## src/hdl/basc_map.vh

```
// constants for the bridge converter serial control block
`ifndef BASC_MAP_VH
`define BASC_MAP_VH
// command byte fields
`define BASC_CMD_MARK      7
`define BASC_CMD_SEL_HI    6
`define BASC_CMD_SEL_LO    4
`define BASC_CMD_DIR       3
// register select codes
`define BASC_SEL_CONV      3'h0
`define BASC_SEL_CONFIG    3'h1
`define BASC_SEL_GAIN      3'h2
`define BASC_SEL_DAC       3'h3
`define BASC_SEL_RATIO     3'h4
`define BASC_SEL_SIGNR     3'h5
`define BASC_SEL_REFNR     3'h6
// configuration fields
`define BASC_CFG_SIGN      23
`define BASC_CFG_MAG_HI    22
`define BASC_CFG_MAG_LO    20
`define BASC_CFG_SRC       19
`define BASC_CFG_RATE_HI   18
`define BASC_CFG_RATE_LO   17
`define BASC_CFG_GAIN_HI   15
`define BASC_CFG_GAIN_LO   14
`define BASC_CFG_UNIPOLAR  13
`define BASC_CFG_SLEEP     11
`define BASC_CFG_CAL       10
`define BASC_CFG_CTYPE_HI  7
`define BASC_CFG_CTYPE_LO  4
`define BASC_CFG_FCLEAR    0
// bits that hold a value; the rest read as zero except 23:20, which mirror the offset register
`define BASC_CFG_KEEP      24'h0eecf1
// reset values
`define BASC_CFG_RESET     24'h000000
`define BASC_GAIN_RESET    24'h800000
`define BASC_ZERO_RESET    24'h000000
// drive dividers in master clock cycles
`define BASC_DIV_8192      8192
`define BASC_DIV_16384     16384
`define BASC_DIV_4096      4096
// word lengths
`define BASC_CMD_BITS      8
`define BASC_DATA_BITS     24
// fetch latency of a read word, in core clocks
`define BASC_FETCH_CYC     4
// default calibration length, core clocks
`define BASC_CAL_CYC       573440
`endif

```

## src/hdl/basc_drive.v

```verilog
// bridge drive generator: dc or divided square wave
`timescale 1ns/100ps
`include "basc_map.vh"
module basc_drive
(
    input  wire       core_clk_i,
    input  wire       resetn_i,
    input  wire       source_ext_i,
    input  wire [1:0] rate_i,
    input  wire       ext_phase_i,
    output reg        drive_a_o,
    output reg        drive_a_oe_o,
    output reg        drive_b_o,
    output reg        demod_phase_o
);
    reg  [13:0] half_cnt_ff;
    reg         sq_ff;
    wire [13:0] half_lim;

    // half period of the chosen divider, minus one
    assign half_lim = (rate_i == 2'h1) ? 14'd4095 :
                      (rate_i == 2'h2) ? 14'd8191 : 14'd2047;

    // square wave counter; stopped on dc drive
    always @(posedge core_clk_i or negedge resetn_i)
    begin
        if (!resetn_i)
        begin
            half_cnt_ff <= 14'h0000;
            sq_ff       <= 1'b0;
        end
        else if (rate_i == 2'h0)
        begin
            half_cnt_ff <= 14'h0000;
            sq_ff       <= 1'b0;
        end
        else if (half_cnt_ff >= half_lim)
        begin
            half_cnt_ff <= 14'h0000;
            sq_ff       <= ~sq_ff;
        end
        else
        begin
            half_cnt_ff <= half_cnt_ff + 14'h0001;
        end
    end

    always @(posedge core_clk_i or negedge resetn_i)
    begin
        if (!resetn_i)
        begin
            drive_a_o     <= 1'b0;
            drive_a_oe_o  <= 1'b1;
            drive_b_o     <= 1'b1;
            demod_phase_o <= 1'b0;
        end
        else if (source_ext_i)
        begin
            drive_a_o     <= 1'b0;
            drive_a_oe_o  <= 1'b0;
            drive_b_o     <= ~ext_phase_i;
            demod_phase_o <= ext_phase_i;
        end
        else
        begin
            drive_a_o     <= sq_ff;
            drive_a_oe_o  <= 1'b1;
            drive_b_o     <= ~sq_ff;
            demod_phase_o <= sq_ff;
        end
    end
endmodule // basc_drive

```

## src/hdl/basc_sync.v

```verilog
// two flop synchroniser for one pin
`timescale 1ns/100ps
module basc_sync
(
    input  wire core_clk_i,
    input  wire resetn_i,
    input  wire async_i,
    output wire sync_o
);
    reg meta_ff;
    reg sync_ff;
    // first flop only feeds the second
    always @(posedge core_clk_i or negedge resetn_i)
    begin
        if (!resetn_i)
        begin
            meta_ff <= 1'b0;
            sync_ff <= 1'b0;
        end
        else
        begin
            meta_ff <= async_i;
            sync_ff <= meta_ff;
        end
    end
    assign sync_o = sync_ff;
endmodule // basc_sync

```

## src/hdl/basc_top.v

```verilog
// serial command interpreter and configuration front end
// Notes on behaviour
// - select field picks one of seven registers
// - direction bit chooses write or read
// - after reset, first eight bits are command
// - valid command switches port to 24-bit data
// - write data may follow command without pause
// - ready goes low once read word fetched
// - chip select release ends conversion read
// - new configuration word is decoded and executed
// - top four configuration bits mirror offset register
// - magnitude code gives 25 to 175 percent
// - source bit picks internal or external drive
// - rate field gives dc or divided square
// - bit thirteen picks bipolar or unipolar
// - calibration bit starts calibration of chosen type
// - calibration type field selects target
// - bit zero clears the digital filter
// - reset: ready high, config zero, gain mid
// - latch on 24th falling edge, recalibrate
// - ready high during calibration, low after
`timescale 1ns/100ps
`include "basc_map.vh"
module basc_top
#(
    parameter CAL_CYCLES = `BASC_CAL_CYC
)
(
    input  wire        core_clk_i,
    input  wire        resetn_i,
    input  wire        serial_clk_i,
    input  wire        chip_select_n_i,
    input  wire        serial_in_i,
    output reg         serial_out_o,
    output reg         serial_out_oe_o,
    output reg         data_ready_n_o,
    input  wire [23:0] conv_data_i,
    input  wire        conv_valid_i,
    input  wire        bridge_drive_a_i,
    output wire        bridge_drive_a_o,
    output wire        bridge_drive_a_oe_o,
    output wire        bridge_drive_b_o,
    output wire        demod_phase_o,
    output reg  [2:0]  offset_magnitude_o,
    output reg         offset_sign_o,
    output reg  [3:0]  gain_factor_o,
    output reg         unipolar_o,
    output reg         sleep_o,
    output reg         filter_clear_o,
    output reg         cal_busy_o,
    output reg  [3:0]  cal_target_o
);
    ////////////////////////////////////////////////////////////////////
    // port states, one hot
    localparam [4:0] ST_CMD   = 5'h01;
    localparam [4:0] ST_WR    = 5'h02;
    localparam [4:0] ST_FETCH = 5'h04;
    localparam [4:0] ST_RD    = 5'h08;
    localparam [4:0] ST_CAL   = 5'h10;

    reg  [4:0]  state_ff;
    reg  [4:0]  nxt_state;
    reg  [7:0]  cmd_ff;
    reg  [4:0]  bit_cnt_ff;
    reg  [23:0] shift_ff;
    reg  [23:0] cfg_ff;
    reg  [23:0] gain_ff;
    reg  [23:0] dac_ff;
    reg  [23:0] ratio_ff;
    reg  [23:0] signr_ff;
    reg  [23:0] refnr_ff;
    reg  [23:0] conv_ff;
    reg  [31:0] wait_cnt_ff;
    reg         sclk_d_ff;
    wire        sclk_s;
    wire        csn_s;
    wire        sdi_s;
    wire        ext_s;
    wire        rise;
    wire        fall;
    wire        active;
    wire [7:0]  cmd_next;
    wire        last_cmd_bit;
    wire        last_data_bit;
    wire [23:0] cfg_written;

    ////////////////////////////////////////////////////////////////////
    // every pin from the host is synchronised before use
    basc_sync u_sync [3:0]
    (
        .core_clk_i (core_clk_i),
        .resetn_i   (resetn_i),
        .async_i    ({bridge_drive_a_i, serial_in_i, ~chip_select_n_i,
                      serial_clk_i}),
        .sync_o     ({ext_s, sdi_s, csn_s, sclk_s})
    );

    // sclk edge detect on the synchronised copy
    always @(posedge core_clk_i or negedge resetn_i)
    begin
        if (!resetn_i)
            sclk_d_ff <= 1'b0;
        else
            sclk_d_ff <= sclk_s;
    end
    assign active = csn_s;
    assign rise   = active & sclk_s & ~sclk_d_ff;
    assign fall   = active & ~sclk_s & sclk_d_ff;

    ////////////////////////////////////////////////////////////////////
    // a command is valid when marked, low bits are clear and select is not seven
    function cmd_valid;
        input [7:0] c;
        begin
            cmd_valid = c[`BASC_CMD_MARK] & (c[2:0] == 3'h0) &
                        (c[6:4] != 3'h7);
        end
    endfunction

    // read mux over the register file
    function [23:0] reg_pick;
        input [2:0]  sel;
        begin
            case (sel)
                `BASC_SEL_CONV:   reg_pick = conv_ff;
                `BASC_SEL_CONFIG: reg_pick = cfg_ff;
                `BASC_SEL_GAIN:   reg_pick = gain_ff;
                `BASC_SEL_DAC:    reg_pick = dac_ff;
                `BASC_SEL_RATIO:  reg_pick = ratio_ff;
                `BASC_SEL_SIGNR:  reg_pick = signr_ff;
                `BASC_SEL_REFNR:  reg_pick = refnr_ff;
                default:          reg_pick = 24'h000000;
            endcase
        end
    endfunction

    assign cmd_next      = {cmd_ff[6:0], sdi_s};
    assign last_cmd_bit  = (bit_cnt_ff == 5'd7);
    assign last_data_bit = (bit_cnt_ff == 5'd23);
    // sign and magnitude track the offset register
    assign cfg_written   = {dac_ff[23:20], 20'h00000} |
                           (shift_ff & `BASC_CFG_KEEP);

    ////////////////////////////////////////////////////////////////////
    // port sequencer
    always @*
    begin
        nxt_state = state_ff;
        case (state_ff)
            // first eight bits form the command
            ST_CMD:
            begin
                if (rise && last_cmd_bit && cmd_valid(cmd_next))
                begin
                    // write data taken with no pause
                    if (cmd_next[`BASC_CMD_DIR])
                        nxt_state = ST_FETCH;
                    else
                        nxt_state = ST_WR;
                end
            end
            ST_WR:
            begin
                if (fall && bit_cnt_ff == 5'h18)
                begin
                    // a config write acts on its own request bit
                    if ((cmd_ff[6:4] == `BASC_SEL_CONFIG) ?
                        shift_ff[`BASC_CFG_CAL] : cfg_ff[`BASC_CFG_CAL])
                        nxt_state = ST_CAL;
                    else
                        nxt_state = ST_CMD;
                end
            end
            ST_FETCH:
            begin
                if (wait_cnt_ff == `BASC_FETCH_CYC - 1)
                    nxt_state = ST_RD;
            end
            ST_RD:
            begin
                // chip select release ends the read
                if (!active)
                    nxt_state = ST_CMD;
                else if (fall && last_data_bit)
                    nxt_state = ST_CMD;
            end
            ST_CAL:
            begin
                if (wait_cnt_ff == CAL_CYCLES - 1)
                    nxt_state = ST_CMD;
            end
            default: nxt_state = ST_CMD;
        endcase
    end

    ////////////////////////////////////////////////////////////////////
    // state, counters and shifting
    always @(posedge core_clk_i or negedge resetn_i)
    begin
        if (!resetn_i)
        begin
            state_ff    <= ST_CMD;
            cmd_ff      <= 8'h00;
            bit_cnt_ff  <= 5'h00;
            shift_ff    <= 24'h000000;
            wait_cnt_ff <= 32'h00000000;
        end
        else
        begin
            state_ff <= nxt_state;
            if (nxt_state != state_ff)
                bit_cnt_ff <= 5'h00;
            else if (state_ff == ST_CMD && rise && last_cmd_bit)
                bit_cnt_ff <= 5'h00; // refused byte: next byte starts
            else if ((state_ff == ST_CMD || state_ff == ST_WR) && rise)
                bit_cnt_ff <= bit_cnt_ff + 5'h01;
            else if (state_ff == ST_RD && fall)
                bit_cnt_ff <= bit_cnt_ff + 5'h01;
            // unframed bits restart the command count
            if (state_ff == ST_CMD && !active)
                bit_cnt_ff <= 5'h00;
            if (state_ff == ST_CMD && rise)
                cmd_ff <= cmd_next;
            if (state_ff == ST_WR && rise)
                shift_ff <= {shift_ff[22:0], sdi_s};
            else if (state_ff == ST_FETCH && nxt_state == ST_RD)
                shift_ff <= reg_pick(cmd_ff[6:4]);
            else if (state_ff == ST_RD && fall)
                shift_ff <= {shift_ff[22:0], 1'b0};
            if (nxt_state != state_ff)
                wait_cnt_ff <= 32'h00000000;
            else
                wait_cnt_ff <= wait_cnt_ff + 32'h00000001;
        end
    end

    ////////////////////////////////////////////////////////////////////
    // register file; writes land at the 24th falling edge
    always @(posedge core_clk_i or negedge resetn_i)
    begin
        if (!resetn_i)
        begin
            cfg_ff   <= `BASC_CFG_RESET;
            gain_ff  <= `BASC_GAIN_RESET;
            dac_ff   <= `BASC_ZERO_RESET;
            ratio_ff <= `BASC_ZERO_RESET;
            signr_ff <= `BASC_ZERO_RESET;
            refnr_ff <= `BASC_ZERO_RESET;
            conv_ff  <= `BASC_ZERO_RESET;
        end
        else
        begin
            // conversion word frozen while the host reads it
            if (conv_valid_i && state_ff != ST_RD)
                conv_ff <= conv_data_i;
            if (state_ff == ST_WR && fall && bit_cnt_ff == 5'h18)
            begin
                case (cmd_ff[6:4])
                    `BASC_SEL_CONFIG: cfg_ff   <= cfg_written;
                    `BASC_SEL_GAIN:   gain_ff  <= shift_ff;
                    `BASC_SEL_DAC:    dac_ff   <= shift_ff;
                    `BASC_SEL_RATIO:  ratio_ff <= shift_ff;
                    `BASC_SEL_SIGNR:  signr_ff <= shift_ff;
                    `BASC_SEL_REFNR:  refnr_ff <= shift_ff;
                    default:          cfg_ff   <= cfg_ff;
                endcase
            end
            else if (cfg_ff[23:20] != dac_ff[23:20])
                cfg_ff[23:20] <= dac_ff[23:20];
        end
    end

    ////////////////////////////////////////////////////////////////////
    // serial output and ready pin
    always @(posedge core_clk_i or negedge resetn_i)
    begin
        if (!resetn_i)
        begin
            serial_out_o    <= 1'b0;
            serial_out_oe_o <= 1'b0;
            data_ready_n_o  <= 1'b1;
        end
        else
        begin
            serial_out_o    <= shift_ff[23];
            serial_out_oe_o <= (state_ff == ST_RD) & (nxt_state == ST_RD);
            // ready low once word is placed
            // high during calibration, low at end
            if (state_ff == ST_FETCH && nxt_state == ST_RD)
                data_ready_n_o <= 1'b0;
            else if (nxt_state == ST_CAL)
                data_ready_n_o <= 1'b1;
            else if (state_ff == ST_CAL)
                data_ready_n_o <= 1'b0;
            else if (state_ff == ST_RD && nxt_state == ST_CMD)
                data_ready_n_o <= 1'b1;
        end
    end

    ////////////////////////////////////////////////////////////////////
    // decoded configuration outputs
    always @(posedge core_clk_i or negedge resetn_i)
    begin
        if (!resetn_i)
        begin
            offset_magnitude_o <= 3'h0;
            offset_sign_o      <= 1'b0;
            gain_factor_o      <= 4'h1;
            unipolar_o         <= 1'b0;
            sleep_o            <= 1'b0;
            filter_clear_o     <= 1'b0;
            cal_busy_o         <= 1'b0;
            cal_target_o       <= 4'h0;
        end
        else
        begin
            offset_magnitude_o <= cfg_ff[22:20];
            offset_sign_o      <= cfg_ff[`BASC_CFG_SIGN];
            case (cfg_ff[15:14])
                2'h0:    gain_factor_o <= 4'h1;
                2'h2:    gain_factor_o <= 4'h2;
                2'h1:    gain_factor_o <= 4'h4;
                default: gain_factor_o <= 4'h8;
            endcase
            unipolar_o     <= cfg_ff[`BASC_CFG_UNIPOLAR];
            sleep_o        <= cfg_ff[`BASC_CFG_SLEEP];
            filter_clear_o <= cfg_ff[`BASC_CFG_FCLEAR];
            cal_busy_o     <= (nxt_state == ST_CAL);
            cal_target_o   <= cfg_ff[7:4];
        end
    end

    ////////////////////////////////////////////////////////////////////
    // bridge drive
    basc_drive u_drive
    (
        .core_clk_i    (core_clk_i),
        .resetn_i      (resetn_i),
        .source_ext_i  (cfg_ff[`BASC_CFG_SRC]),
        .rate_i        (cfg_ff[18:17]),
        .ext_phase_i   (ext_s),
        .drive_a_o     (bridge_drive_a_o),
        .drive_a_oe_o  (bridge_drive_a_oe_o),
        .drive_b_o     (bridge_drive_b_o),
        .demod_phase_o (demod_phase_o)
    );
endmodule // basc_top

```

## config.mk

```make
export PLATFORM = sky130hd
export DESIGN_NAME = basc_top
export DESIGN_NICKNAME = d
export VERILOG_FILES = /design/src/hdl/basc_drive.v /design/src/hdl/basc_sync.v /design/src/hdl/basc_top.v
export VERILOG_INCLUDE_DIRS = /design/src /design/src/hdl
export SDC_FILE = /design/constraint.sdc
export NUM_CORES = 1
export LEC_CHECK = 0
export BUFFER_PORTS_ARGS = -buffer_cell sky130_fd_sc_hd__buf_4
export CAP_MARGIN = 40
export CORE_UTILIZATION = 61
export DETAILED_ROUTE_END_ITERATION = 6
export PLACE_DENSITY = 0.75
export SLEW_MARGIN = 5
export SYNTH_ARGS = -nofsm -noshare
export SYNTH_HDL_FRONTEND = slang
export SYNTH_SLANG_ARGS = --single-unit
```

## constraint.sdc

```tcl
create_clock -name core_clk_i -period 2.9 [get_ports core_clk_i]
set_input_delay 0.29 -clock core_clk_i [delete_from_list [all_inputs] [get_ports core_clk_i]]
set_output_delay 0.29 -clock core_clk_i [all_outputs]
set_load 0.005 [all_outputs]
```

# ---- Word level (Yosys, flattened, before mapping)
# Cells that the tools add are included.
dict set report classes {
  n_addsub 3
  n_reduce_logical 33
  muxes 38
  order_cmp 1
  n_bitwise 13
  n_eq_ne 28
}
# cell n
set op_table {}
lappend op_table {{one-hot mux 24 bit (7 select lines)} 1}
lappend op_table {{2-to-1 mux 24 bit} 4}
lappend op_table {{2-to-1 mux 5 bit} 12}
lappend op_table {{2-to-1 mux 14 bit} 3}
lappend op_table {{adder 32 x 1 -> 32 bit, second input constant} 1}
lappend op_table {{== test 32 x 2 -> 1 bit, second input constant} 1}
lappend op_table {{== test 32 x 20 -> 1 bit, second input constant} 1}
lappend op_table {{2-to-1 mux 32 bit} 1}
lappend op_table {{one-hot mux 5 bit (5 select lines)} 1}
lappend op_table {{bitwise OR 24 x 20 -> 24 bit} 1}
lappend op_table {{== test 5 bit, second input constant} 4}
lappend op_table {{logical AND 1 bit} 15}
lappend op_table {{adder 14 x 1 -> 14 bit, second input constant} 1}
lappend op_table {{>= comparator 14 bit} 1}
lappend op_table {{AND reduction 2 bit} 7}
lappend op_table {{2-to-1 mux 13 bit} 1}
lappend op_table {{one-hot mux 4 bit (3 select lines)} 1}
lappend op_table {{2-to-1 mux 1 bit} 11}
lappend op_table {{== test 5 x 1 -> 1 bit, second input constant} 2}
lappend op_table {{== test 5 x 3 -> 1 bit, second input constant} 2}
lappend op_table {{== test 5 x 4 -> 1 bit, second input constant} 2}
lappend op_table {{== test 3 bit, second input constant} 3}
lappend op_table {{2-to-1 mux 4 bit} 2}
lappend op_table {{bitwise AND 1 bit} 7}
lappend op_table {{other kinds (21)} 31}
dict set report word_totals {
  inputBits 31
  output_inout_bits 23
  regBits 288
}

# ---- Logic depth before layout (Yosys ltp)
# Gate-level depths: netlist (run 1).
dict set report depth {
  word_depth 13
  depth_mapped 9
  ltp_nobuf 8
}

# ---- Modules after synthesis
# A second synthesis (run 1) with hierarchy kept.
dict set report hier_totals {
  cells_unflattened 1047
  hier_area_um2 12710.9
}
# mod instances cells_each area_each_um2
set by_module_without_submodules {}
lappend by_module_without_submodules {basc_top 1 953 11598.6}
lappend by_module_without_submodules {basc_drive 1 86 912.1}
lappend by_module_without_submodules {basc_sync 4 2 50.0}

# ---- Least setup slack after synthesis (run 1)
# No wires, ideal clock.
dict set report synth_timing {
  kind {reg2reg}
  startpoint {reg bit_cnt_ff[0]}
  endpoint {reg wait_cnt_ff[23]}
  slack_ns 0.735
  stages_incl_launch_ff 9
  t_required_ns 2.781
  n_path_buf 1
  arrival_ns 2.046
  cell_sequence {dfrtp_1 > ha_1 > nand3b_1 > or4bb_1 > o41ai_1 > a22oi_1 > nand4_4 > buf_6 > nor2_2}
}
dict set report synth_via {
  elab_chain_cells 7
  word_cells_on_any_way 14
}
# element line_no
set synth_rtl {}
lappend synth_rtl {{from (decl)} basc_top.v:64} ;# reg [4:0] bit_cnt_ff;
lappend synth_rtl {{from (signal assigned)} basc_top.v:216} ;# bit_cnt_ff <= bit_cnt_ff + 5'h01;
lappend synth_rtl {{from (signal assigned)} basc_top.v:218} ;# bit_cnt_ff <= bit_cnt_ff + 5'h01;
lappend synth_rtl {{== test 5 bit / == test 5 x 3 -> 1 bit (equally long branches)} {basc_top.v:139, basc_top.v:138}}
lappend synth_rtl {{logical AND 1 bit (on tied branches)} {basc_top.v:184, basc_top.v:153}}
lappend synth_rtl {{2-to-1 mux 5 bit / logical AND 1 bit (equally long branches)} {basc_top.v:184, basc_top.v:153}}
lappend synth_rtl {{2-to-1 mux 5 bit (on tied branches)} {basc_top.v:182, basc_top.v:153}}
lappend synth_rtl {{one-hot mux 5 bit (5 select lines) *} basc_top.v:149} ;# case (state_ff)
lappend synth_rtl {{!= test 5 bit *} basc_top.v:230} ;# if (nxt_state != state_ff)
lappend synth_rtl {{2-to-1 mux 32 bit *} basc_top.v:230}
lappend synth_rtl {{to (signal assigned)} basc_top.v:233} ;# wait_cnt_ff <= wait_cnt_ff + 32'h00000001;
lappend synth_rtl {{to (decl)} basc_top.v:73} ;# reg [31:0] wait_cnt_ff;
# Mark *: on every way between the ends. The rest lies on a longest branch, timed or not.
# A chain may end at the register's enable or synchronous reset.

# ---- Worst setup path after layout (run 1)
dict set report layout_timing {
  startpoint {reg cmd_ff[6]}
  endpoint {reg bit_cnt_ff[0]}
}
dict set report layout_via {
  elab_chain_cells 8
  word_cells_on_any_way 13
}
# element line_no
set layout_rtl {}
lappend layout_rtl {{from (decl)} basc_top.v:63} ;# reg [7:0] cmd_ff;
lappend layout_rtl {{from (signal assigned)} basc_top.v:223} ;# cmd_ff <= cmd_next;
lappend layout_rtl {{== test 3 x 1 -> 1 bit / bitwise AND 1 bit (equally long branches)} n/a}
lappend layout_rtl {{2-to-1 mux 1 bit / bitwise AND 1 bit (equally long branches)} {basc_top.v:167, basc_top.v:115}}
lappend layout_rtl {{2-to-1 mux 5 bit / logical AND 1 bit (equally long branches)} {basc_top.v:167, basc_top.v:153}}
lappend layout_rtl {{2-to-1 mux 5 bit (on tied branches)} {basc_top.v:164, basc_top.v:153}}
lappend layout_rtl {{one-hot mux 5 bit (5 select lines) *} basc_top.v:149}
lappend layout_rtl {{!= test 5 bit *} basc_top.v:211} ;# if (nxt_state != state_ff)
lappend layout_rtl {{2-to-1 mux 5 bit} basc_top.v:211}
lappend layout_rtl {{2-to-1 mux 5 bit} basc_top.v:220} ;# if (state_ff == ST_CMD && !active)
# Marks and branches as above.

==> results.tsv, run 1 <==
stage	metric	value	unit
final_layout	multi_input_comb_area	5310	sq um
critical_path	end_kind	flop	
final_layout	antenna_cells	0	
power	power.leakage	6.89	nW
cts	cts_setup_buffers	0	
outcome	outcome	finished, final reports clean	
logic_synthesis	syn-instance-count	1006	
critical_path	required	3.34	ns
cts	ctsLongestPathBuffers	3	
route	final_antenna_net_count	0	
floorplanning	start_util	0.623	
timing	final.hold.worst_slack	0.320	ns
cts	clkSlewWorstSetupHoldPaths	0.06	ns
cts	clock_insertion_delay_worst_skew	0.55	ns
floorplanning	die_width	146	microns
critical_path	path_class	reg2reg	
final_layout	num-fill-cells	1429	
cts	cts.htree.levels	1	
global_route	grt_use_total	0.264	
logic_synthesis	synth_warnings	0	
logic_synthesis	synth_area_per_cell	12.6	sq um
final_layout	fraction_of_layout_instances_using_a_drive_strength_above_1	0.319	
critical_path	worst-r2r-cell-count	7	
critical_path	regToRegStartpoint	cmd_ff[6]	
worst_hold_path	hold_class	in2async	
logic_synthesis	asyncSetResetFlopFracSynth	1.00	
timing	hold_viol	0	
critical_path	timing.critical_path.arrival	2.85	ns
logic_synthesis	synth_area	12600	sq um
timing	fin_skew	0.0128	ns
cts	cts_num_sinks	281	
timing	final.period_utilization	0.829	
power	report.power.total	9.52	mW
timing	grt_setup_unrepaired	false	
global_route	grt_pass1_vias	8626	
timing	setup-violations-final	0	
placement	place.gp.congestion	0.928	
timing	min_period	2.40	ns
floorplanning	core.rowCount	52	
critical_path	critical_path.endpoint	bit_cnt_ff[0]	
timing	worst-slew-pin-transition	0.612	ns
power	highest_ir_drop_seen_on_vdd	0.000536	V
logic_synthesis	synth_largest_area_cell	sky130_fd_sc_hd__dfrtp_1	
route	first_pass_iters	5	
final_layout	final_common_cell	sky130_fd_sc_hd__dfrtp_1	
floorplanning	design.core.area	20300	sq um
cts	cts_root_buffer	sky130_fd_sc_hd__clkbuf_16	
global_route	grt_start_max_net_pins	90	
global_route	grt_antenna_before_repair	0	
route	postRouteWirelength	26600	microns
route	routed-via-count	8355	
final_layout	layout_common_cells	272 x sky130_fd_sc_hd__dfrtp_1, 182 x sky130_fd_sc_hd__mux2_2, 76 x sky130_fd_sc_hd__buf_4, 73 x sky130_fd_sc_hd__nor2_1, 48 x sky130_fd_sc_hd__nand2_1	
placement	dp.final_hpwl	16400	microns
global_route	grt_first_pass_wirelength	45000	microns
cts	cts_tree	yes	
logic_synthesis	synth.net_count	1045	
timing	timing.slew.headroom	0.588	
timing	achievable-frequency	416	MHz
critical_path	worstSetupStartpoint	cmd_ff[6]	
route	wl_per_cell	19.1	microns
logic_synthesis	postSynth.topFlopCell	sky130_fd_sc_hd__dfrtp_1	
logic_synthesis	ys_ff_latch	281	
floorplanning	die_y	146	microns
timing	final_count_of_pins_violating_max_slew	0	
route	drcViolationCount	0	
placement	number_of_port_buffers	53	
critical_path	kind_of_start_point_of_the_critical_path	flop	
final_layout	nets	1137	
final_layout	flow.area_growth_from_synthesis	17.0	%
logic_synthesis	synth_top_cell_area_share	0.544	
global_route	grt_ovf	0	
floorplanning	num_io_pins	54	
logic_synthesis	synth-edff-count	0	
route	drt_iter0_drc	501	
power	p_per_area	644	nW/um^2
floorplanning	die_area	21300	sq um
critical_path	r2r_end	bit_cnt_ff[0]	
final_layout	seq_area	7040	sq um
route	routed_via_density	6.01	
logic_synthesis	yosysUniqueCellTypes	61	
logic_synthesis	post_synth_main_area_contributors	sky130_fd_sc_hd__dfrtp_1 54%, sky130_fd_sc_hd__mux2_2 16%, sky130_fd_sc_hd__mux2i_1 3.3%	
timing	timing.setup.tns	0	ns
critical_path	r2r_slack	0.50	ns
logic_synthesis	synth_seq_area_share	0.557	
critical_path	worst-path-max-fanout	37	
cts	number_of_buffers_inserted_during_clock_tree_synthesis	29	
run	drv_cap	0	
## worst min-delay path by stage
stage | to | slack [ns] | depth (start not counted)
finish | wait_cnt_ff[10] | 0.32 | 2
global route | u_sync[0].sync_o | 0.37 | 0
CTS | wait_cnt_ff[10] | 0.35 | 2
detailed placement | wait_cnt_ff[10] | 0.33 | 1
global placement | wait_cnt_ff[10] | 0.32 | 1
floorplan | bit_cnt_ff[0] | -0.006 | 0
## repair_timing
| action | 4_1_cts | 5_1_grt |
|---|---|---|
| endpoints found under the hold margin | 103 | 0 |
| gates resized for setup | 0 | 0 |
| hold buffers | 29 | 0 |
## critical path, cell delays in order, from the launching register on
cell and delay, ns:
sky130_fd_sc_hd__dfrtp_2 0.50, sky130_fd_sc_hd__nor3b_1 0.42, sky130_fd_sc_hd__mux2i_1 0.50, sky130_fd_sc_hd__o21ai_0 0.18, sky130_fd_sc_hd__nand2_1 0.13, sky130_fd_sc_hd__nand4_4 0.11, sky130_fd_sc_hd__buf_12 0.21, sky130_fd_sc_hd__a211oi_1 0.24
## per-stage QoR
step	area, sq um	worst slack, ns	instances	util
after floorplan	12600	0.735	1006	-
after global placement	13500	0.584	1308	0.664
after detailed placement	13500	0.479	1308	0.664
after CTS	14800	0.470	1391	0.729
after global routing	14800	0.322	1391	0.729
final	14800	0.497	1391	0.729
## area by class of cell
cell class	instances	share of cell area
clock inverters	11	0.0107
flip-flops and latches	281	0.476
clock buffers	43	0.0587
inverters	18	0.00457
multi-input cells	655	0.359
well taps	270	0.0228
repair buffers	113	0.0687
## registers in the layout, indices dropped and copies added (netlist names), 3 cells and up
register	flops
bit_cnt_ff	5
cal_target_o	4
cfg_ff	17
cmd_ff	7
conv_ff	24
dac_ff	24
gain_factor_o	4
gain_ff	24
offset_magnitude_o	3
ratio_ff	24
refnr_ff	24
shift_ff	24
signr_ff	24
state_ff	5
u_drive.half_cnt_ff	14
u_sync.meta_ff	4
u_sync.sync_o	4
wait_cnt_ff	32
## routing by layer
layer,vias up,share of wire,global-route usage
li1,3814,-,-
met1,4277,0.45,0.382
met2,214,0.47,0.421
met3,50,0.045,0.0345
met4,0,0.027,0.0776
met5,-,0,0
## power by group
group / internal (mW) / leakage (nW) / switching (mW)
Combinational: 0.607 / 2.57 / 0.905
Clock: 2.42 / 0.513 / 1.50
Sequential: 4.00 / 3.81 / 0.0837
Total: 7.03 / 6.89 / 2.49
## cells by family after synthesis
logic type      count (synthesis)  share of synthesized area
xor+xnor                       44                     0.0305
compound gates                123                     0.0640
flops                         281                      0.557
fa+ha+maj                       8                    0.00791
simple gates                  247                      0.104
buf+inv                        70                     0.0253
mux                           233                      0.211
## Yosys cell counts (3+ instances only)
cell                       instances
sky130_fd_sc_hd__a211oi_1          7
sky130_fd_sc_hd__a21oi_1          16
sky130_fd_sc_hd__a221oi_1          4
sky130_fd_sc_hd__a22oi_1          19
sky130_fd_sc_hd__a31oi_1           6
sky130_fd_sc_hd__and2_1            4
sky130_fd_sc_hd__and3_1            8
sky130_fd_sc_hd__and4_1            6
sky130_fd_sc_hd__buf_1             5
sky130_fd_sc_hd__buf_2            19
sky130_fd_sc_hd__buf_6             4
sky130_fd_sc_hd__clkbuf_1         23
sky130_fd_sc_hd__dfrtp_1         275
sky130_fd_sc_hd__dfstp_2           6
sky130_fd_sc_hd__ha_1              8
sky130_fd_sc_hd__inv_1            18
sky130_fd_sc_hd__mux2_2          182
sky130_fd_sc_hd__mux2i_1          42
sky130_fd_sc_hd__mux4_2            9
sky130_fd_sc_hd__nand2_1          48
sky130_fd_sc_hd__nand3_1          27
sky130_fd_sc_hd__nand4_1          16
sky130_fd_sc_hd__nor2_1           73
sky130_fd_sc_hd__nor2_2           12
sky130_fd_sc_hd__nor2b_1           9
sky130_fd_sc_hd__nor3_1            7
sky130_fd_sc_hd__nor3b_1           3
sky130_fd_sc_hd__nor4_1            8
sky130_fd_sc_hd__o211ai_1         13
sky130_fd_sc_hd__o21ai_0          25
sky130_fd_sc_hd__o22ai_1          22
sky130_fd_sc_hd__xnor2_1          11
sky130_fd_sc_hd__xor2_1           33
(Power assumes the default switching activity.)
==> run 2, diff against run 1 <==
Clock period 2.9 ns to 2.4 ns, I/O delays scaled along.
==> run 2 against run 1 <==
  * Critical path depth grew 1
  * Largest cell class unchanged
  * Power grew 19%
  * Worst hold slack lost 0.17 ns
  * Final cell count grew 1.3%
  * Highest routed layer unchanged
  * Largest power group unchanged
  * Sequential power grew 20%
==> results.tsv, run 2 (synthesized netlist as in run 1, its figures left out) <==
stage	metric	value	unit	change
cts	cts_tree	yes		
route	first_pass_iters	5		unchanged
critical_path	worst-path-max-fanout	19		-49%
floorplanning	die_area	21300	sq um	unchanged
final_layout	nets	1155		+1.6%
timing	final.hold.worst_slack	0.151	ns	-0.169 ns
final_layout	antenna_cells	0		unchanged
timing	final_count_of_pins_violating_max_slew	0		unchanged
final_layout	regMostFlops	wait_cnt_ff		
floorplanning	die_width	146	microns	unchanged
critical_path	worstPathBufferInverterCount	1		unchanged
final_layout	largest_register_ff_count	32		unchanged
floorplanning	start_util	0.623		unchanged
floorplanning	design.core.area	20300	sq um	unchanged
floorplanning	num_io_pins	54		unchanged
placement	post-place-ws	0.000721	ns	-0.479 ns
critical_path	timing.critical_path.arrival	2.77	ns	-0.08 ns
final_layout	finish.utilization	0.738		+0.00906
global_route	grt_use_total	0.263		-0.000741
cts	cts.htree.levels	1		unchanged
power	power.leakage	6.97	nW	+1.1%
timing	timing.setup.tns	0	ns	unchanged
route	routed-via-count	8338		-0.20%
critical_path	critPathTopFamily	simple AND/OR/NAND/NOR gates		
timing	final.period_utilization	0.974		+0.145
critical_path	kind_of_start_point_of_the_critical_path	flop		
final_layout	finish.cell_count_without_fillers	1409		+1.3%
route	postRouteWirelength	27100	microns	+1.7%
worst_hold_path	hold_class	in2async		
global_route	grt_ovf	0		unchanged
global_route	grt_pass1_vias	8555		-0.82%
final_layout	stdcell_area	15000	sq um	+1.2%
placement	number_of_port_buffers	53		unchanged
floorplanning	core.rowCount	52		unchanged
route	routed_via_density	5.92		-1.5%
placement	dp.final_hpwl	16700	microns	+2.2%
cts	cts_root_buffer	sky130_fd_sc_hd__clkbuf_16		
timing	achievable-frequency	428	MHz	+2.8%
route	wl_per_cell	19.2	microns	+0.44%
cts	ctsLongestPathBuffers	3		unchanged
timing	fin_skew	0.0104	ns	-0.00245 ns
cts	number_of_buffers_inserted_during_clock_tree_synthesis	29		unchanged
timing	hold_viol	0		unchanged
final_layout	flow.area_growth_from_synthesis	18.5	%	
global_route	grt_first_pass_wirelength	44700	microns	-0.69%
outcome	outcome	finished, final reports clean		
power	report.power.total	11.3	mW	+19%
cts	clock_insertion_delay_worst_skew	0.55	ns	about the same
placement	postPlaceCellArea	13700	sq um	+1.4%
critical_path	required	2.83	ns	-0.51 ns
timing	min_period	2.34	ns	-0.0654 ns
critical_path	end_kind	flop		
final_layout	layout_common_cells	272 x sky130_fd_sc_hd__dfrtp_1, 182 x sky130_fd_sc_hd__mux2_2, 89 x sky130_fd_sc_hd__buf_4, 71 x sky130_fd_sc_hd__nor2_1, 48 x sky130_fd_sc_hd__nand2_1		
critical_path	cp_slowest_cell	sky130_fd_sc_hd__or4bb_4		
timing	worst-slew-pin-transition	0.639	ns	+0.0274 ns
route	drt_iter0_drc	460		-8.2%
critical_path	critical_path_cell_count	8		+1
placement	place.gp.congestion	0.889		-4.2%
timing	fin_ws	0.0626	ns	-0.435 ns
critical_path	crit_path_cell_chain	ha_2 -> nand3b_1 -> or4bb_4 -> o41ai_2 -> a22oi_2 -> nand4_4 -> buf_12 -> nor2_1		
floorplanning	die_y	146	microns	unchanged
final_layout	final_common_cell	sky130_fd_sc_hd__dfrtp_1		
route	final_antenna_net_count	0		unchanged
critical_path	path_class	reg2reg		
timing	setup-violations-final	0		unchanged
power	highest_ir_drop_seen_on_vdd	0.000969	V	+81%
global_route	grt_start_max_net_pins	83		-7.8%
power	p_per_area	754	nW/um^2	+17%
critical_path	slowest_delay	0.58	ns	+0.08 ns
route	drcViolationCount	0		unchanged
placement	numPlacedInstances	1324		+1.2%
global_route	grt_antenna_before_repair	0		unchanged
final_layout	num-fill-cells	1371		-4.1%
final_layout	fraction_of_layout_instances_using_a_drive_strength_above_1	0.335		+0.0160
run	drv_cap	0		unchanged
timing	timing.slew.headroom	0.572		-0.0155
cts	clkSlewWorstSetupHoldPaths	0.06	ns	about the same
cts	cts_num_sinks	281		unchanged
critical_path	worst-r2r-cell-count	8		+1
==> run 2: cell types whose count changed in the layout (fill, tap and decap cells not counted), sizes merged <==
cell      before  now
clkinvlp       0    3
buf           84  102
clkinv         6    5
bufinv         4    2
==> run 2: final timing paths <==
path                            slack (ns)               from               end
worst min-delay path                  0.15           resetn_i   wait_cnt_ff[26]
worst max register to register        0.06      bit_cnt_ff[0]    wait_cnt_ff[4]
worst max-delay path                  0.06      bit_cnt_ff[0]    wait_cnt_ff[4]
min in group core_clk_i               0.29       conv_valid_i       conv_ff[18]
worst min register to register        0.35  u_sync[3].meta_ff  u_sync[3].sync_o
max in group asynchronous             1.50           resetn_i  gain_factor_o[0]
==> run 2: layout make-up <==
type / count / area [sq um] / area share
Sequential cell: 281 / 7040 / 0.470
Clock inverter: 11 / 116 / 0.00777
Tap cell: 270 / 338 / 0.0225
Multi-Input combinational cell: 655 / 5360 / 0.357
Timing Repair Buffer: 131 / 1210 / 0.0810
Inverter: 18 / 67.6 / 0.00451
Clock buffer: 43 / 848 / 0.0566
==> run 2: worst register-to-register path, stage by stage, from the launching register on <==
cell                       delay, ns
sky130_fd_sc_hd__dfrtp_1        0.42
sky130_fd_sc_hd__ha_2           0.22
sky130_fd_sc_hd__nand3b_1       0.09
sky130_fd_sc_hd__or4bb_4        0.58
sky130_fd_sc_hd__o41ai_2        0.40
sky130_fd_sc_hd__a22oi_2        0.12
sky130_fd_sc_hd__nand4_4        0.15
sky130_fd_sc_hd__buf_12         0.18
sky130_fd_sc_hd__nor2_1         0.07
==> run 2: timing repair <==
| action | CTS | global route |
|---|---|---|
| setup endpoints to repair | 1 | 36 |
| resized for setup | 1 | 8 |
| hold buffers | 29 | 0 |
| buffers inserted | 2 | 0 |
| hold endpoints to repair | 303 | 0 |
| pin swaps | 1 | 4 |
==> run 2: report_power, final <==
group / internal, mW / switching, mW
sequential: 4.84 / 0.0808
clock: 2.66 / 1.84
combinational: 0.746 / 1.13
total: 8.24 / 3.05
==> run 2: layer usage <==
metal | wire length [microns] | global-route usage | vias up
li1 | - | - | 3862
met5 | 0 | 0 | -
met3 | 1030 | 0.0298 | 44
met4 | 653 | 0.0703 | 0
met2 | 13000 | 0.427 | 181
met1 | 12400 | 0.380 | 4251
==> run 3, diff against run 2 <==
Settings changed: CORE_ASPECT_RATIO set to 0.75.
==> run 3 against run 2 <==
  * Die area barely moved
  * Worst hold slack improved by 0.12 ns
  * Clock skew rose by 0.0014 ns
  * Routed wire length rose by 2.5%
  * Count of clock-buffer cells in the layout fell by 6
  * Global-route usage rose by 0.82 points
  * Register-to-register slack improved by 0.04 ns
  * First-iteration DRC count rose by 28%
  * Critical path depth did not move
==> results.tsv, run 3 (synthesized netlist as in run 1, its figures left out) <==
stage	metric	value	unit	change
outcome	outcome	finished, final reports clean		
route	routed-via-count	8361		+0.28%
power	power.leakage	7.03	nW	+0.89%
timing	final.period_utilization	0.959		-0.0152
floorplanning	start_util	0.624		+0.000923
critical_path	path_class	reg2reg		
floorplanning	die_width	168	microns	+15%
final_layout	final_common_cell	sky130_fd_sc_hd__dfrtp_1		
final_layout	layout_common_cells	272 x sky130_fd_sc_hd__dfrtp_1, 182 x sky130_fd_sc_hd__mux2_2, 93 x sky130_fd_sc_hd__buf_4, 72 x sky130_fd_sc_hd__nor2_1, 48 x sky130_fd_sc_hd__nand2_1		
critical_path	required	2.82	ns	about the same
global_route	grt_start_max_net_pins	70		-16%
critical_path	critical_path.endpoint	wait_cnt_ff[10]		
cts	cts_num_sinks	281		unchanged
route	drt_iter0_drc	589		+28%
power	p_per_area	766	nW/um^2	+1.6%
timing	fin_skew	0.0118	ns	+0.00138 ns
floorplanning	die_area	21300	sq um	about the same
timing	min_period	2.30	ns	-0.0365 ns
route	wl_per_cell	19.8	microns	+3.3%
floorplanning	core.rowCount	45		-13%
timing	final_count_of_pins_violating_max_slew	0		unchanged
critical_path	kind_of_start_point_of_the_critical_path	flop		
critical_path	worst-path-max-fanout	15		-4
placement	number_of_port_buffers	53		unchanged
final_layout	seq_area	7040	sq um	unchanged
global_route	grt_antenna_before_repair	0		unchanged
final_layout	fraction_of_layout_instances_using_a_drive_strength_above_1	0.335		about the same
cts	cts_root_buffer	sky130_fd_sc_hd__clkbuf_16		
final_layout	stdcell_area	15000	sq um	+0.38%
global_route	grt_pass1_vias	8421		-1.6%
timing	timing.slew.headroom	0.572		about the same
route	routed_via_density	5.98		+1.1%
critical_path	r2r_end	wait_cnt_ff[10]		
floorplanning	design.core.area	20300	sq um	-0.15%
timing	timing.setup.tns	0	ns	unchanged
timing	hold_viol	0		unchanged
final_layout	nets	1159		+0.35%
run	drv_cap	0		unchanged
route	postRouteWirelength	27700	microns	+2.5%
final_layout	multi_input_comb_area	5340	sq um	-0.37%
timing	achievable-frequency	435	MHz	+1.6%
timing	setup-violations-final	0		unchanged
floorplanning	die_y	127	microns	-13%
route	first_pass_iters	5		unchanged
power	highest_ir_drop_seen_on_vdd	0.000679	V	-30%
timing	final.hold.worst_slack	0.267	ns	+0.116 ns
critical_path	regToRegStartpoint	bit_cnt_ff[1]		
cts	cts_tree	yes		
final_layout	antenna_cells	0		unchanged
critical_path	r2r_slack	0.1	ns	+0.04 ns
floorplanning	num_io_pins	54		unchanged
final_layout	flow.area_growth_from_synthesis	18.9	%	
final_layout	num-fill-cells	1368		-0.22%
placement	post-place-ws	0.0663	ns	+0.0655 ns
cts	number_of_buffers_inserted_during_clock_tree_synthesis	27		-6.9%
route	final_antenna_net_count	0		unchanged
critical_path	worstSetupStartpoint	bit_cnt_ff[1]		
timing	fin_ws	0.0991	ns	+0.0365 ns
global_route	grt_first_pass_wirelength	45400	microns	+1.5%
cts	clock_insertion_delay_worst_skew	0.54	ns	about the same
worst_hold_path	hold_class	in2async		
timing	worst-slew-pin-transition	0.640	ns	+0.000637 ns
final_layout	largest_register_ff_count	32		unchanged
critical_path	worst-r2r-cell-count	8		unchanged
cts	cts.htree.levels	1		unchanged
placement	dp.final_hpwl	17800	microns	+6.1%
route	drcViolationCount	0		unchanged
critical_path	timing.critical_path.arrival	2.72	ns	-0.05 ns
final_layout	regMostFlops	wait_cnt_ff		
placement	place.gp.congestion	0.966		+8.7%
critical_path	end_kind	flop		
cts	ctsLongestPathBuffers	3		unchanged
global_route	grt_ovf	0		unchanged
placement	postPlaceCellArea	13700	sq um	+0.46%
cts	clkSlewWorstSetupHoldPaths	0.06	ns	about the same
global_route	grt_use_total	0.271		+0.00822
-- run 3: worst min path at each step --
stage / startpoint / endpoint / slack, ns / cells after the start
2_1_floorplan: resetn_i / bit_cnt_ff[0] / -0.06 / 0
3_3_place_gp: resetn_i / wait_cnt_ff[17] / 0.25 / 1
3_5_place_dp: resetn_i / wait_cnt_ff[17] / 0.26 / 1
4_1_cts: resetn_i / state_ff[3] / 0.28 / 2
5_1_grt: resetn_i / state_ff[3] / 0.32 / 2
6_report: resetn_i / wait_cnt_ff[17] / 0.27 / 2
-- run 3: final cells by class --
type / instances / area share
tap: 258 / 0.0215
inverter: 18 / 0.00449
timing repair buffer: 137 / 0.0854
sequential: 281 / 0.468
clock buffer: 37 / 0.0514
multi-input combinational: 655 / 0.355
clock inverter: 12 / 0.0142
-- run 3: stage by stage --
step                std cells  power, mW  utilization
floorplan                1006       6.14            -
global placement         1319       6.83        0.677
detailed placement       1319       6.85        0.677
CTS                      1397       11.6        0.740
global route             1398       11.9        0.742
finish                   1398       11.5        0.742
-- run 3: where the power goes --
part           internal, mW  leakage (nW)  switching (mW)  total (mW)
Combinational         0.751          2.73            1.16        1.91
Clock                  2.89         0.489            1.79        4.68
Sequential             4.84          3.81          0.0796        4.92
Total                  8.48          7.03            3.03        11.5
-- run 3: timing repair --
item | in CTS | in global routing
endpoints found under the setup margin | 0 | 37
hold buffers | 29 | 0
resized for setup | 0 | 5
hold endpoints to repair | 88 | 0
setup buffers | 0 | 1
-- run 3: worst max-delay path, stage by stage, from the launching register on --
cell                       delay, ns
sky130_fd_sc_hd__dfrtp_1        0.37
sky130_fd_sc_hd__ha_1           0.19
sky130_fd_sc_hd__nand3b_1       0.10
sky130_fd_sc_hd__or4bb_4        0.58
sky130_fd_sc_hd__o41ai_1        0.36
sky130_fd_sc_hd__a22oi_1        0.17
sky130_fd_sc_hd__nand4_4        0.17
sky130_fd_sc_hd__buf_12         0.17
sky130_fd_sc_hd__nor2_1         0.07
-- run 3: layer usage --
metal,up-vias,share of wire,GRT usage
li1,3864,-,-
met1,4240,0.48,0.417
met2,227,0.46,0.418
met3,30,0.048,0.0353
met4,0,0.015,0.0524
met5,-,0,0
